## src/core/rsf_cfg.svh

```systemverilog
`ifndef RSF_CFG_SVH
`define RSF_CFG_SVH
// widths and sizes
`define RSF_PC_W 21
`define RSF_STK_DEPTH 31
`define RSF_PTR_W 5
`define RSF_BANK_W 4
`define RSF_PC_STEP 21'h000002
// encodings
`define RSF_ENC_IDLE 16'h0000
`define RSF_ENC_DISCARD 16'h0006
`define RSF_ENC_PUSH 16'h0005
`define RSF_ENC_SWRESET 16'h00FF
`define RSF_ENC_INTRET 15'h0008
`define RSF_ENC_LITRET 8'h0C
`define RSF_ENC_RELATIVE_SUBROUTINE_CALL 5'h1B
`define RSF_ENC_IDLE_HI 4'hF
// access bank split for file operand
`define RSF_ACCESS_SPLIT 8'h80
`define RSF_ACCESS_LO_BANK 4'h0
`define RSF_ACCESS_HI_BANK 4'hF
// register word offsets
`define RSF_REG_CTRL 8'h00
`define RSF_REG_PC 8'h04
`define RSF_REG_W 8'h08
`define RSF_REG_STATUS 8'h0C
`define RSF_REG_BSR 8'h10
`define RSF_REG_WSHD 8'h14
`define RSF_REG_SSHD 8'h18
`define RSF_REG_BSHD 8'h1C
`define RSF_REG_INTEN 8'h20
`define RSF_REG_STACK 8'h24
`define RSF_REG_LATCH 8'h28
// field positions
`define RSF_BIT_RUN 0
`define RSF_BIT_HIGH_PRIORITY_GLOBAL_INT_ENABLE 0
`define RSF_BIT_LOW_PRIORITY_GLOBAL_INT_ENABLE 1
`define RSF_BIT_OVF 8
`define RSF_BIT_UNF 9
`define RSF_BIT_SWR 10
`endif

```

## src/core/rsf_pkg.sv

```systemverilog
package rsf_pkg;
`include "rsf_cfg.svh"
  typedef enum logic [1:0] {ph_q1, ph_q2, ph_q3, ph_q4} rsf_phase_e;
  typedef enum logic [2:0] {
    op_idle, op_discard, op_push, op_relative_subroutine_call, op_swreset, op_intret, op_litret, op_other
  } rsf_op_e;
  typedef struct packed {
    rsf_op_e op;
    logic shadow;
    logic [7:0] literal;
    logic [10:0] offset;
  } rsf_dec_s;
endpackage : rsf_pkg

```

## src/core/rsf_stack_if.sv

```systemverilog
`timescale 1ns/1ns
interface rsf_stack_if #(parameter int WIDTH = 21, parameter int PTR_W = 5);
  logic we;
  logic [PTR_W-1:0] waddr;
  logic [WIDTH-1:0] wdata;
  logic [PTR_W-1:0] raddr;
  logic [WIDTH-1:0] rdata;
  modport ctl (output we, output waddr, output wdata, output raddr, input rdata);
  modport mem (input we, input waddr, input wdata, input raddr, output rdata);
endinterface : rsf_stack_if

```

## src/core/rsf_stack.sv

```systemverilog
`timescale 1ns/1ns
module rsf_stack #(
  parameter int WIDTH = 21,
  parameter int DEPTH = 31,
  parameter int PTR_W = 5
) (
  // clock
  input wire logic clk,
  // memory side
  rsf_stack_if.mem sif
);
  import rsf_pkg::*;
  // level 0 is never written: an empty stack reads as zero there
  logic [WIDTH-1:0] mem [0:DEPTH];
  logic [WIDTH-1:0] rdata;

  always_ff @(posedge clk) begin
    if (sif.we) begin
      mem[sif.waddr] <= sif.wdata;
    end
    rdata <= (sif.raddr == '0) ? '0 : mem[sif.raddr];
  end

  assign sif.rdata = rdata;
endmodule : rsf_stack

```

## src/core/rsf_decode.sv

```systemverilog
`timescale 1ns/1ns
`include "rsf_cfg.svh"
module rsf_decode (
  // instruction word
  input wire logic [15:0] word,
  // decoded fields
  output rsf_pkg::rsf_dec_s dec
);
  import rsf_pkg::*;

  always_comb begin
    dec.shadow = word[0];
    dec.literal = word[7:0];
    dec.offset = word[10:0];
    if (word == `RSF_ENC_IDLE || word[15:12] == `RSF_ENC_IDLE_HI) begin
      dec.op = op_idle;
    end else if (word == `RSF_ENC_DISCARD) begin
      dec.op = op_discard;
    end else if (word == `RSF_ENC_PUSH) begin
      dec.op = op_push;
    end else if (word == `RSF_ENC_SWRESET) begin
      dec.op = op_swreset;
    end else if (word[15:1] == `RSF_ENC_INTRET) begin
      dec.op = op_intret;
    end else if (word[15:8] == `RSF_ENC_LITRET) begin
      dec.op = op_litret;
    end else if (word[15:11] == `RSF_ENC_RELATIVE_SUBROUTINE_CALL) begin
      dec.op = op_relative_subroutine_call;
    end else begin
      dec.op = op_other;
    end
  end
endmodule : rsf_decode

```

## src/core/rsf_core.sv

```systemverilog
// Function
// - the discard-top word drops the stack top so the entry below becomes the top, flags untouched.
// - the push word writes counter plus two onto the stack top, the old top moving one level down.
// - the relative call with an 11-bit signed offset first pushes counter plus two as return address.
// - the relative call then loads the counter with old counter plus two plus twice the offset.
// - the relative call takes two cycles, writing the counter in the last phase, the second cycle idle.
// - the software reset word resets every core register and flag exactly as the master clear pin does.
// - interrupt return pops the stack into the counter, leaves the counter latches alone, in two cycles.
// - interrupt return sets the high or the low priority global enable to one in the fourth phase.
// - interrupt return with s set reloads working, flags and bank select from their shadows, else not.
// - literal return writes the literal into working and loads the counter from the popped top in two cycles.
// - literal return leaves the high counter latch and all flags unchanged.
// - a file operand with access bit clear uses the access bank, with it set the bank select register.
//
// The register offsets and strobed register access were left to the implementer.
`timescale 1ns/1ns
`include "rsf_cfg.svh"
module rsf_core #(
  parameter int ADDR_W = 8,
  parameter int STK_DEPTH = `RSF_STK_DEPTH
) (
  // clock and reset
  input wire logic clk,
  input wire logic reset_n,
  // master clear pin, asynchronous, active low
  input wire logic master_clear_input_n,
  // instruction fetch
  output logic [`RSF_PC_W-1:0] fetch_addr,
  input wire logic [15:0] instr_word,
  output rsf_pkg::rsf_phase_e phase,
  output logic instr_taken,
  output logic foreign_instr,
  // file operand bank
  output logic [`RSF_BANK_W-1:0] data_bank,
  // register port
  input wire logic [ADDR_W-1:0] reg_addr,
  input wire logic [31:0] reg_wdata,
  input wire logic reg_wr,
  input wire logic reg_rd,
  output logic [31:0] reg_rdata
);
  import rsf_pkg::*;
  localparam int PTR_W = `RSF_PTR_W;
  localparam int PCW = `RSF_PC_W;
  localparam logic [PTR_W-1:0] PTR_MAX = PTR_W'(STK_DEPTH);
  localparam logic [PTR_W-1:0] PTR_ONE = PTR_W'(1);

  // pin synchroniser
  logic master_clear_input_meta;
  logic master_clear_input_sync;
  always_ff @(posedge clk) begin
    if (!reset_n) begin
      master_clear_input_meta <= 1'b1;
      master_clear_input_sync <= 1'b1;
    end else begin
      master_clear_input_meta <= master_clear_input_n;
      master_clear_input_sync <= master_clear_input_meta;
    end
  end

  // core state
  rsf_phase_e next_phase;
  logic run;
  logic next_run;
  logic flush;
  logic next_flush;
  logic [15:0] ir;
  logic [15:0] next_ir;
  logic [PCW-1:0] pc;
  logic [PCW-1:0] next_pc;
  logic [7:0] work;
  logic [7:0] next_work;
  logic [7:0] flags;
  logic [7:0] next_flags;
  logic [`RSF_BANK_W-1:0] bank_select_register;
  logic [`RSF_BANK_W-1:0] next_bank_select_register;
  logic [7:0] working_shadow;
  logic [7:0] next_working_shadow;
  logic [7:0] flags_shadow;
  logic [7:0] next_flags_shadow;
  logic [`RSF_BANK_W-1:0] bank_select_shadow;
  logic [`RSF_BANK_W-1:0] next_bank_select_shadow;
  logic high_priority_global_int_enable;
  logic next_high_priority_global_int_enable;
  logic low_priority_global_int_enable;
  logic next_low_priority_global_int_enable;
  logic [7:0] counter_high_latch;
  logic [7:0] next_counter_high_latch;
  logic [4:0] counter_upper_latch;
  logic [4:0] next_counter_upper_latch;
  logic [PTR_W-1:0] sp;
  logic [PTR_W-1:0] next_sp;
  logic stk_ovf;
  logic next_stk_ovf;
  logic stk_unf;
  logic next_stk_unf;
  logic swr_seen;
  logic next_swr_seen;
  logic sw_reset;
  logic next_sw_reset;
  logic next_taken;
  logic next_foreign;
  logic [31:0] next_rdata;
  logic core_rst;
  logic [PCW-1:0] stack_top_entry;
  logic [PCW-1:0] pc_inc;
  logic [PCW-1:0] rel_target;
  logic stk_we;
  logic [PTR_W-1:0] stk_waddr;
  rsf_dec_s dec;

  rsf_stack_if #(.WIDTH(PCW), .PTR_W(PTR_W)) sif ();

  rsf_decode u_decode (
    .word(ir),
    .dec(dec)
  );

  rsf_stack #(.WIDTH(PCW), .DEPTH(STK_DEPTH), .PTR_W(PTR_W)) u_stack (
    .clk(clk),
    .sif(sif)
  );

  // pin reset and software reset share one path so both clear the same state
  assign core_rst = !reset_n || !master_clear_input_sync || sw_reset;
  assign stack_top_entry = sif.rdata;
  assign sif.raddr = sp;
  assign sif.we = stk_we;
  assign sif.waddr = stk_waddr;
  assign sif.wdata = pc_inc;
  assign pc_inc = pc + `RSF_PC_STEP;
  // offset doubled and sign extended onto the incremented counter
  assign rel_target = pc_inc + {{(PCW - 12){dec.offset[10]}}, dec.offset, 1'b0};
  assign fetch_addr = pc;

  // access bank: low half of the operand space maps to bank zero, upper half to the top bank
  always_comb begin
    if (!ir[8]) begin
      data_bank = (ir[7:0] < `RSF_ACCESS_SPLIT) ? `RSF_ACCESS_LO_BANK : `RSF_ACCESS_HI_BANK;
    end else begin
      data_bank = bank_select_register;
    end
  end

  always_comb begin
    next_phase = phase;
    next_run = run;
    next_flush = flush;
    next_ir = ir;
    next_pc = pc;
    next_work = work;
    next_flags = flags;
    next_bank_select_register = bank_select_register;
    next_working_shadow = working_shadow;
    next_flags_shadow = flags_shadow;
    next_bank_select_shadow = bank_select_shadow;
    next_high_priority_global_int_enable = high_priority_global_int_enable;
    next_low_priority_global_int_enable = low_priority_global_int_enable;
    next_counter_high_latch = counter_high_latch;
    next_counter_upper_latch = counter_upper_latch;
    next_sp = sp;
    next_stk_ovf = stk_ovf;
    next_stk_unf = stk_unf;
    next_swr_seen = swr_seen;
    next_sw_reset = 1'b0;
    next_taken = 1'b0;
    next_foreign = 1'b0;
    stk_we = 1'b0;
    stk_waddr = sp + PTR_ONE;
    // software writes first; the core sequence below overrides a same-cycle write
    if (reg_wr) begin
      unique case (reg_addr)
        `RSF_REG_CTRL: next_run = reg_wdata[`RSF_BIT_RUN];
        `RSF_REG_W: next_work = reg_wdata[7:0];
        `RSF_REG_STATUS: next_flags = reg_wdata[7:0];
        `RSF_REG_BSR: next_bank_select_register = reg_wdata[`RSF_BANK_W-1:0];
        `RSF_REG_WSHD: next_working_shadow = reg_wdata[7:0];
        `RSF_REG_SSHD: next_flags_shadow = reg_wdata[7:0];
        `RSF_REG_BSHD: next_bank_select_shadow = reg_wdata[`RSF_BANK_W-1:0];
        `RSF_REG_INTEN: begin
          next_high_priority_global_int_enable = reg_wdata[`RSF_BIT_HIGH_PRIORITY_GLOBAL_INT_ENABLE];
          next_low_priority_global_int_enable = reg_wdata[`RSF_BIT_LOW_PRIORITY_GLOBAL_INT_ENABLE];
        end
        `RSF_REG_STACK: begin
          // write one to clear the sticky bits
          next_stk_ovf = stk_ovf && !reg_wdata[`RSF_BIT_OVF];
          next_stk_unf = stk_unf && !reg_wdata[`RSF_BIT_UNF];
          next_swr_seen = swr_seen && !reg_wdata[`RSF_BIT_SWR];
        end
        `RSF_REG_LATCH: begin
          next_counter_high_latch = reg_wdata[7:0];
          next_counter_upper_latch = reg_wdata[12:8];
        end
        default: begin
        end
      endcase
    end
    if (run) begin
      unique case (phase)
        ph_q1: begin
          // second cycle of a two-cycle word fetches nothing
          next_ir = flush ? `RSF_ENC_IDLE : instr_word;
          next_taken = !flush;
          next_phase = ph_q2;
        end
        ph_q2: begin
          next_foreign = (dec.op == op_other);
          if (dec.op == op_push || dec.op == op_relative_subroutine_call) begin
            if (sp == PTR_MAX) begin
              next_stk_ovf = 1'b1;
            end else begin
              stk_we = 1'b1;
              next_sp = sp + PTR_ONE;
            end
          end
          next_phase = ph_q3;
        end
        ph_q3: begin
          if (dec.op == op_discard) begin
            if (sp == '0) begin
              next_stk_unf = 1'b1;
            end else begin
              next_sp = sp - PTR_ONE;
            end
          end
          next_phase = ph_q4;
        end
        ph_q4: begin
          next_phase = ph_q1;
          next_flush = 1'b0;
          if (!flush) begin
            next_pc = pc_inc;
            unique case (dec.op)
              op_relative_subroutine_call: begin
                next_pc = rel_target;
                next_flush = 1'b1;
              end
              op_swreset: begin
                next_sw_reset = 1'b1;
              end
              op_intret, op_litret: begin
                // the counter latches are never touched here
                next_pc = stack_top_entry;
                next_flush = 1'b1;
                if (sp == '0) begin
                  next_stk_unf = 1'b1;
                end else begin
                  next_sp = sp - PTR_ONE;
                end
                if (dec.op == op_litret) begin
                  next_work = dec.literal;
                end else begin
                  // the level that took the interrupt was cleared on entry
                  if (!high_priority_global_int_enable) begin
                    next_high_priority_global_int_enable = 1'b1;
                  end else begin
                    next_low_priority_global_int_enable = 1'b1;
                  end
                  if (dec.shadow) begin
                    next_work = working_shadow;
                    next_flags = flags_shadow;
                    next_bank_select_register = bank_select_shadow;
                  end
                end
              end
              default: begin
              end
            endcase
          end
        end
      endcase
    end
    // a reset event beats a same-cycle clear of its flag
    if (sw_reset) begin
      next_swr_seen = 1'b1;
    end
  end

  // register read, one cycle after the strobe
  always_comb begin
    next_rdata = 32'h00000000;
    if (reg_rd) begin
      unique case (reg_addr)
        `RSF_REG_CTRL: next_rdata[`RSF_BIT_RUN] = run;
        `RSF_REG_PC: next_rdata[PCW-1:0] = pc;
        `RSF_REG_W: next_rdata[7:0] = work;
        `RSF_REG_STATUS: next_rdata[7:0] = flags;
        `RSF_REG_BSR: next_rdata[`RSF_BANK_W-1:0] = bank_select_register;
        `RSF_REG_WSHD: next_rdata[7:0] = working_shadow;
        `RSF_REG_SSHD: next_rdata[7:0] = flags_shadow;
        `RSF_REG_BSHD: next_rdata[`RSF_BANK_W-1:0] = bank_select_shadow;
        `RSF_REG_INTEN: begin
          next_rdata[`RSF_BIT_HIGH_PRIORITY_GLOBAL_INT_ENABLE] = high_priority_global_int_enable;
          next_rdata[`RSF_BIT_LOW_PRIORITY_GLOBAL_INT_ENABLE] = low_priority_global_int_enable;
        end
        `RSF_REG_STACK: begin
          next_rdata[PTR_W-1:0] = sp;
          next_rdata[`RSF_BIT_OVF] = stk_ovf;
          next_rdata[`RSF_BIT_UNF] = stk_unf;
          next_rdata[`RSF_BIT_SWR] = swr_seen;
        end
        `RSF_REG_LATCH: begin
          next_rdata[7:0] = counter_high_latch;
          next_rdata[12:8] = counter_upper_latch;
        end
        default: next_rdata = 32'h00000000;
      endcase
    end
  end

  // controls owned by the port, untouched by a core reset
  always_ff @(posedge clk) begin
    if (!reset_n) begin
      run <= 1'b0;
      swr_seen <= 1'b0;
      sw_reset <= 1'b0;
      reg_rdata <= 32'h00000000;
    end else begin
      run <= next_run;
      swr_seen <= next_swr_seen;
      sw_reset <= next_sw_reset;
      reg_rdata <= next_rdata;
    end
  end

  // core registers, cleared by pin, port reset or software reset alike
  always_ff @(posedge clk) begin
    if (core_rst) begin
      phase <= ph_q1;
      flush <= 1'b0;
      ir <= `RSF_ENC_IDLE;
      pc <= '0;
      work <= 8'h00;
      flags <= 8'h00;
      bank_select_register <= '0;
      working_shadow <= 8'h00;
      flags_shadow <= 8'h00;
      bank_select_shadow <= '0;
      high_priority_global_int_enable <= 1'b0;
      low_priority_global_int_enable <= 1'b0;
      counter_high_latch <= 8'h00;
      counter_upper_latch <= 5'h00;
      sp <= '0;
      stk_ovf <= 1'b0;
      stk_unf <= 1'b0;
      instr_taken <= 1'b0;
      foreign_instr <= 1'b0;
    end else begin
      phase <= next_phase;
      flush <= next_flush;
      ir <= next_ir;
      pc <= next_pc;
      work <= next_work;
      flags <= next_flags;
      bank_select_register <= next_bank_select_register;
      working_shadow <= next_working_shadow;
      flags_shadow <= next_flags_shadow;
      bank_select_shadow <= next_bank_select_shadow;
      high_priority_global_int_enable <= next_high_priority_global_int_enable;
      low_priority_global_int_enable <= next_low_priority_global_int_enable;
      counter_high_latch <= next_counter_high_latch;
      counter_upper_latch <= next_counter_upper_latch;
      sp <= next_sp;
      stk_ovf <= next_stk_ovf;
      stk_unf <= next_stk_unf;
      instr_taken <= next_taken;
      foreign_instr <= next_foreign;
    end
  end
endmodule : rsf_core

```

## config.mk

```make
export PLATFORM = sky130hd
export DESIGN_NAME = rsf_core
export DESIGN_NICKNAME = d
export VERILOG_FILES = /design/src/core/rsf_pkg.sv /design/src/core/rsf_stack_if.sv /design/src/core/rsf_stack.sv /design/src/core/rsf_decode.sv /design/src/core/rsf_core.sv
export VERILOG_INCLUDE_DIRS = /design/src /design/src/core
export SDC_FILE = /design/constraint.sdc
export NUM_CORES = 1
export LEC_CHECK = 0
export BUFFER_PORTS_ARGS = -buffer_cell sky130_fd_sc_hd__buf_2
export CAP_MARGIN = 20
export CORE_MARGIN = 2
export CORE_UTILIZATION = 25
export CTS_CLUSTER_SIZE = 30
export DETAILED_ROUTE_END_ITERATION = 16
export GPL_TIMING_DRIVEN = 0
export PLACE_DENSITY_LB_ADDON = 0.15
export SETUP_SLACK_MARGIN = 0.2
export SLEW_MARGIN = 20
export SYNTH_ARGS = -nofsm -noshare
export SYNTH_HDL_FRONTEND = slang
export SYNTH_HIERARCHICAL = 1
export SYNTH_SLANG_ARGS = --single-unit
```

## constraint.sdc

```tcl
create_clock -name clk -period 4.1 [get_ports clk]
set_input_delay 0.82 -clock clk [delete_from_list [all_inputs] [get_ports clk]]
set_output_delay 0.82 -clock clk [all_outputs]
set_load 0.01 [all_outputs]
```

==> out/metrics.yaml, run 1 <==
clock_network:
  cts_buffers: 93
  cts_tree: "yes"
  htree_levels: 3
  clockBufferDepth: 3
  cts-root-buf: "clkbuf_16"
  cts-hold-fix-buffers: 0
  cts.sinks: 823
  path_clk_slew_ns: 0.06
  clk-insertion-delay-late_ns: 0.68
synth:
  synth_edf_count: 672
  synthArstFlopShare_pct: 0
  synth_area_leaders: "edfxtp_1, mux4_2, dfxtp_1"
  yosysSeqAreaShare_pct: 68.1
  synthCells: 2104
  syn_area_sq_mm: 0.0341
  synth_top_area_share_pct: 59.2
  ys.flop_type: "edfxtp_1"
  ys_top_cells_by_count: "edfxtp_1, dfxtp_1, mux4_2"
  synth_seq_cells: 823
  synth.distinct_cells: 101
  syn_avg_cell_area_sq_um: 16.2
  synth_most_common_cell: "edfxtp_1"
  yosys.area.top_type: "edfxtp_1"
  synth_warnings: 6
cells_and_area:
  seq_area_sq_mm: 0.0232
  fill_cells: 13267
  drive_gt1_share_pct: 27.5
  area_growth_pct: 23.2
  multi_input_area_sq_mm: 0.0104
  nets: 2488
  final_core_util_pct: 31.0
sta:
  clock.fmax_mhz: 271
  slew_headroom_pct: 22.6
  period_minus_slack_ns: 3.70
  slew_violations: 0
  setup_viol: 0
  tightestPinTransition_ns: 1.16
  clock_skew_ns: 0.0269
  rsz0062_at_grt: "yes"
  hold_viol_final: 0
  fin_crit_sh_pct: 90.2
  setup_ws_ns: 0.403
global_route:
  grt.overflow.total: 0
  grt_pass1_wl_mm: 160
  grt_pass1_vias: 21079
  antenna_found_initial: 3
  track_usage_pct: 16.0
  grt_max_degree: 36
flow_run:
  max_cap_viol_count: 0
detailed_routing:
  wl_met3_mm: 4.95
  drt-total-wl_mm: 113
  dr.max_layer_used: "met4"
  wl_met1_mm: 50.7
  routedWlPerCell_um: 26.5
  vias: 20660
  firstDrtPassIters: 5
  drt_iter0_drc: 2068
  routed-wl-met2_mm: 54.2
  ant_nets: 0
  vias_per_cell: 4.86
  drc: 0
placement:
  pre_cts_slack_ns: -0.783
  numPortBuffers: 89
  hpwl_mm: 80.4
  gp_congestion: 0.857
worst_setup_path:
  worst-path-max-fanout: 16
  end_kind: "flip-flop"
  start_kind: "flip-flop"
  cp.required_ns: 4.46
  reg2reg_depth: 9
  worstPathArrival_ns: 4.06
  critPathKind: "flip-flop to flip-flop"
floorplan:
  start_util_pct: 25.2
  die_x_um: 373
  die_h_um: 373
  die-area_sq_mm: 0.139
  core_area_sq_mm: 0.135
  io_pins: 122
  num_rows: 135
pwr:
  finalPower_uw: 17200
  leakage_uw: 0.0123
  ir_drop_mv: 0.259
  p_per_area_mw_per_mm2: 411
outcome:
  status: "completed"
worst_hold_path:
  hold_class: "primary input to flip-flop"
  hold_path_depth: 2
cell type report:
| class | instances | area share, % |
|---|---|---|
| clock inverters | 43 | 0.993 |
| plain buffers | 149 | 2.17 |
| diodes | 2 | 0.0119 |
| well taps | 1781 | 5.31 |
| inverters | 17 | 0.158 |
| repair buffers | 187 | 5.17 |
| multi-input cells | 1124 | 24.8 |
| flip-flops and latches | 823 | 55.3 |
| clock buffers | 124 | 6.07 |
final timing paths:
path	startpoint	end	slack, ns
hold / removal	instr_word[1]	ir[1]	0.37
hold reg to reg	u_stack/sif.rdata[0]	fetch_addr[0]	0.44
setup reg to reg	ir[0]	u_stack/mem[7][10]	0.40
setup / recovery	ir[0]	u_stack/mem[7][10]	0.40
cell usage in the layout (no fill, tap or decap), types with 62 or more instances in the layout:
cell type,synthesis,final
buf_4,45,62
dfxtp_1,151,146
clkbuf_1,49,69
mux4_2,135,135
nand2_1,119,119
mux2i_1,103,103
clkbuf_16,0,95
a21oi_1,88,88
edfxtp_1,672,672
buf_2,28,117
sequential cells by signal, summed over array words and instances (netlist names), 16 cells and up:
register and count:
u_stack/mem 672, fetch_addr 21, reg_rdata 21, u_stack/sif.rdata 21
ir 16
kinds of logic after synthesis:
logic type                 count (synthesis)  synth area share [%]
adders and majority gates                 32                  1.20
AOI/OAI and AO/OA                        389                  8.38
muxes                                    252                  12.4
DFF                                      823                  68.1
buffers and inverters                    167                  2.87
other                                      1                0.0110
xor gates and xnor gates                  36                 0.981
and+or+nand+nor                          404                  6.02
metal layers:
metal	global-route usage (%)	vias up
met2	26.6	619
li1	-	8987
met4	4.38	0
met3	2.08	161
met1	21.7	10893
met5	0	-
worst max-delay path: stages (launching register included):
cell and delay (ns):
dfxtp_1 0.61, nor2b_1 0.20, o31ai_1 0.10, a31oi_2 0.53, nor2b_2 0.28, nand3_1 0.10
nor2_2 0.32, nand3_2 0.49, nor2_4 0.49, buf_16 0.22
per-stage QoR:
step | TNS, ns | area [sq um] | std cells | hold WS (ns)
5_1_grt | 0 | 41900 | 4248 | 0.355
4_1_cts | 0 | 41800 | 4238 | 0.329
3_5_place_dp | -401.97 | 38600 | 4054 | 0.409
3_3_place_gp | -1443.06 | 36800 | 3984 | 0.401
6_report | 0 | 42000 | 4250 | 0.366
2_1_floorplan | 0 | 34100 | 2114 | 0.386
timing repair:
item | in CTS | in global routing
resized for setup | 8 | 10
endpoints found under the setup margin | 686 | 160
setup buffers | 18 | 8
pin swaps | 10 | 6
report_power, final:
part / switching (uW) / internal [uW] / leakage (uW)
clock network: 3450 / 4740 / 0.00146
logic: 93.8 / 37.2 / 0.00467
registers: 0.867 / 8910 / 0.00614
total: 3550 / 13700 / 0.0123
(Power assumes the default switching activity.)
==> run 2, diff against run 1 <==
--- a/config.mk
+++ b/config.mk
@@ -6,10 +6,11 @@
 export SDC_FILE = /design/constraint.sdc
 export NUM_CORES = 1
 export LEC_CHECK = 0
+export ABC_AREA = 1
 export BUFFER_PORTS_ARGS = -buffer_cell sky130_fd_sc_hd__buf_2
 export CAP_MARGIN = 20
 export CORE_MARGIN = 2
-export CORE_UTILIZATION = 25
+export CORE_UTILIZATION = 45
 export CTS_CLUSTER_SIZE = 30
 export DETAILED_ROUTE_END_ITERATION = 16
 export GPL_TIMING_DRIVEN = 0
==> run 2 against run 1 <==
Against the previous run:
- non-clock buffer count rose by 19
- critical path depth rose by 2
- register-to-register slack got worse by 0.13 ns
- core utilization rose by 22 points
- clock skew rose by 0.0037 ns
- critical path type unchanged
- final cell count rose by 21%
- synthesized area rose by 6.5%
- routed wire length rose by 11%
- global-route usage rose by 14 points
- fmax fell by 3.5%
- clock power fell by 2.6%
- final area rose by 2.0%
- critical endpoint is now u_stack/mem[5][13]
==> out/metrics.yaml, run 2 <==
outcome:
  status: "completed"
global_route:
  track_usage_pct: 29.8
  grt_pass1_wl_mm: 178
  grt_max_degree: 36
  grt_pass1_vias: 26204
  grt.overflow.total: 0
  antenna_found_initial: 3
clock_network:
  cts_buffers: 90
  cts.sinks: 823
  clockBufferDepth: 3
  htree_levels: 3
  cts_tree: "yes"
  clk-insertion-delay-late_ns: 0.67
  cts-root-buf: "clkbuf_16"
  cts-hold-fix-buffers: 0
  path_clk_slew_ns: 0.07
worst_setup_path:
  critPathKind: "flip-flop to flip-flop"
  crit_buf_inv: 1
  slowest_delay_ns: 0.73
  cp.required_ns: 4.45
  worst-path-max-fanout: 14
  end_kind: "flip-flop"
  crit_family: "simple AND/OR/NAND/NOR gates"
  critPathSlowestCell: "dfxtp_1"
  start_kind: "flip-flop"
  worstPathCellList: "nor2_1, nand2_1, nor2_1, nand2_1, nand3_1, nor2_1, nand2_1, nor3_2, nand3_2, nor2_4, buf_16"
  worstPathArrival_ns: 4.18
synth:
  synth_area_leaders: "edfxtp_1, nand2_1, dfxtp_1"
  synth_top_area_share_pct: 55.6
  synth_edf_count: 672
  synthCells: 3735
  yosys.area.top_type: "edfxtp_1"
  synthArstFlopShare_pct: 0
  synth.distinct_cells: 55
  syn_avg_cell_area_sq_um: 9.71
  ys_top_cells_by_count: "nand2_1, edfxtp_1, nor2_1"
  synth_warnings: 6
  ys.flop_type: "edfxtp_1"
  synth_most_common_cell: "nand2_1"
  syn_area_sq_mm: 0.0363
  yosysSeqAreaShare_pct: 64.0
  synth_seq_cells: 823
cells_and_area:
  mostFrequentLayoutCells: "nand2_1, edfxtp_1, nor2_1"
  drive_gt1_share_pct: 12.8
  final_area_sq_mm: 0.0428
  nets: 4083
  largest_register: "u_stack/mem"
  final_common_cell: "nand2_1"
  area_growth_pct: 18.1
  finalNonFillerCells: 5127
  largest_reg_flops: 672
  fill_cells: 7249
pwr:
  leakage_uw: 0.0160
  ir_drop_mv: 0.368
  p_per_area_mw_per_mm2: 397
worst_hold_path:
  hold_class: "primary input to flip-flop"
floorplan:
  core_area_sq_mm: 0.0802
  io_pins: 122
  die-area_sq_mm: 0.0829
  start_util_pct: 45.2
  die_h_um: 288
  die_x_um: 288
  num_rows: 104
sta:
  hold_viol_final: 0
  period_minus_slack_ns: 3.83
  clock.fmax_mhz: 261
  slew_headroom_pct: 38.0
  tightestPinTransition_ns: 0.930
  clock_skew_ns: 0.0305
  setup_viol: 0
  slew_violations: 0
  fin_crit_sh_pct: 93.4
  rsz0062_at_grt: "yes"
detailed_routing:
  drt-total-wl_mm: 125
  firstDrtPassIters: 5
  drc: 0
  drt_iter0_drc: 3307
  vias: 28374
  vias_per_cell: 5.53
  routedWlPerCell_um: 24.3
  ant_nets: 0
flow_run:
  max_cap_viol_count: 0
placement:
  place_area_sq_mm: 0.0398
  gp_congestion: 0.969
  hpwl_mm: 88.7
  placed_cells: 4950
  numPortBuffers: 90
## run 2: cell count changes in the layout (fill, tap and decap cells not counted), sizes merged, moves of 36 or more
cell	before	now
a22o	54	0
inv	22	281
mux2i	103	0
nor2	97	507
nand3	47	339
a21oi	90	126
nand2	122	1068
o21ai	46	201
mux4	135	0
## run 2: routing by layer
layer / GRT usage [%] / vias up / wire length (um)
li1: - / 13012 / -
met1: 43.4 / 13772 / 53500
met2: 44.3 / 1373 / 54500
met3: 5.94 / 217 / 12400
met4: 10.6 / 0 / 4200
met5: 0 / - / 0
## run 2: cell families (layout without fill, tap and decap cells)
| logic type | count (synthesis) | after routing | share of synthesized area (%) |
|---|---|---|---|
| AOI/OAI and AO/OA | 424 | 424 | 6.77 |
| other | 1 | 16 | 0.0103 |
| DFF | 823 | 823 | 64.0 |
| buffers and inverters | 480 | 796 | 5.68 |
| adders and majority gates | 32 | 32 | 1.12 |
| and+or+nand+nor | 1964 | 1965 | 22.2 |
| xor gates and xnor gates | 11 | 11 | 0.266 |
## run 2: worst reg2reg max path, delay by kind of cell, from the launching register on
family | cells | cell delay [ns]
simple gates | 10 | 2.56
buf+inv | 1 | 0.22
flops | 1 | 0.73
## run 2: path summary, 6_finish.rpt
| check | from | endpoint | slack (ns) | cells after the start |
|---|---|---|---|---|
| setup / recovery | ir[7] | u_stack/mem[5][13] | 0.27 | 11 |
| hold / removal | master_clear_input_n | master_clear_input_meta | 0.36 | 2 |
| setup reg to reg | ir[7] | u_stack/mem[5][13] | 0.27 | 11 |
| hold reg to reg | master_clear_input_meta | master_clear_input_sync | 0.41 | 1 |
## run 2: area by class of cell
cell class                      count  area (sq um)  share of cell area, %
Clock inverter                     47           465                   1.09
Timing Repair Buffer              152          1890                   4.42
Sequential cell                   823         23200                   54.2
Buffer                            203          1020                   2.38
Antenna cell                        5          12.5                 0.0292
Multi-Input combinational cell   2443         11400                   26.7
Clock buffer                      117          2400                   5.62
Tap cell                         1060          1330                   3.10
Inverter                          277          1040                   2.43
## run 2: stage by stage
step / setup TNS (ns) / hold slack [ns] / setup WS, ns / util [%] / power, uW
floorplan: 0 / 0.393 / 0.508 / - / 9140
global placement: -870.31 / 0.396 / -2.95 / 47.5 / 9200
detailed placement: -23.59 / 0.401 / -0.246 / 49.6 / 9200
CTS: 0 / 0.329 / 0.257 / 53.2 / 17100
global route: 0 / 0.352 / 0.126 / 53.4 / 17400
finish: 0 / 0.357 / 0.270 / 53.4 / 17000
## run 2: what timing repair did
action / in CTS / in global routing
setup buffers: 0 / 7
endpoints found under the setup margin: 625 / 97
gates cloned: 0 / 1
pin swaps: 0 / 10
gates resized for setup: 5 / 5
## run 2: power breakdown
part           switching (uW)  internal [uW]  total (uW)
Clock                    3380           4600        7980
Combinational            84.8           34.3         119
Sequential              0.818           8910        8910
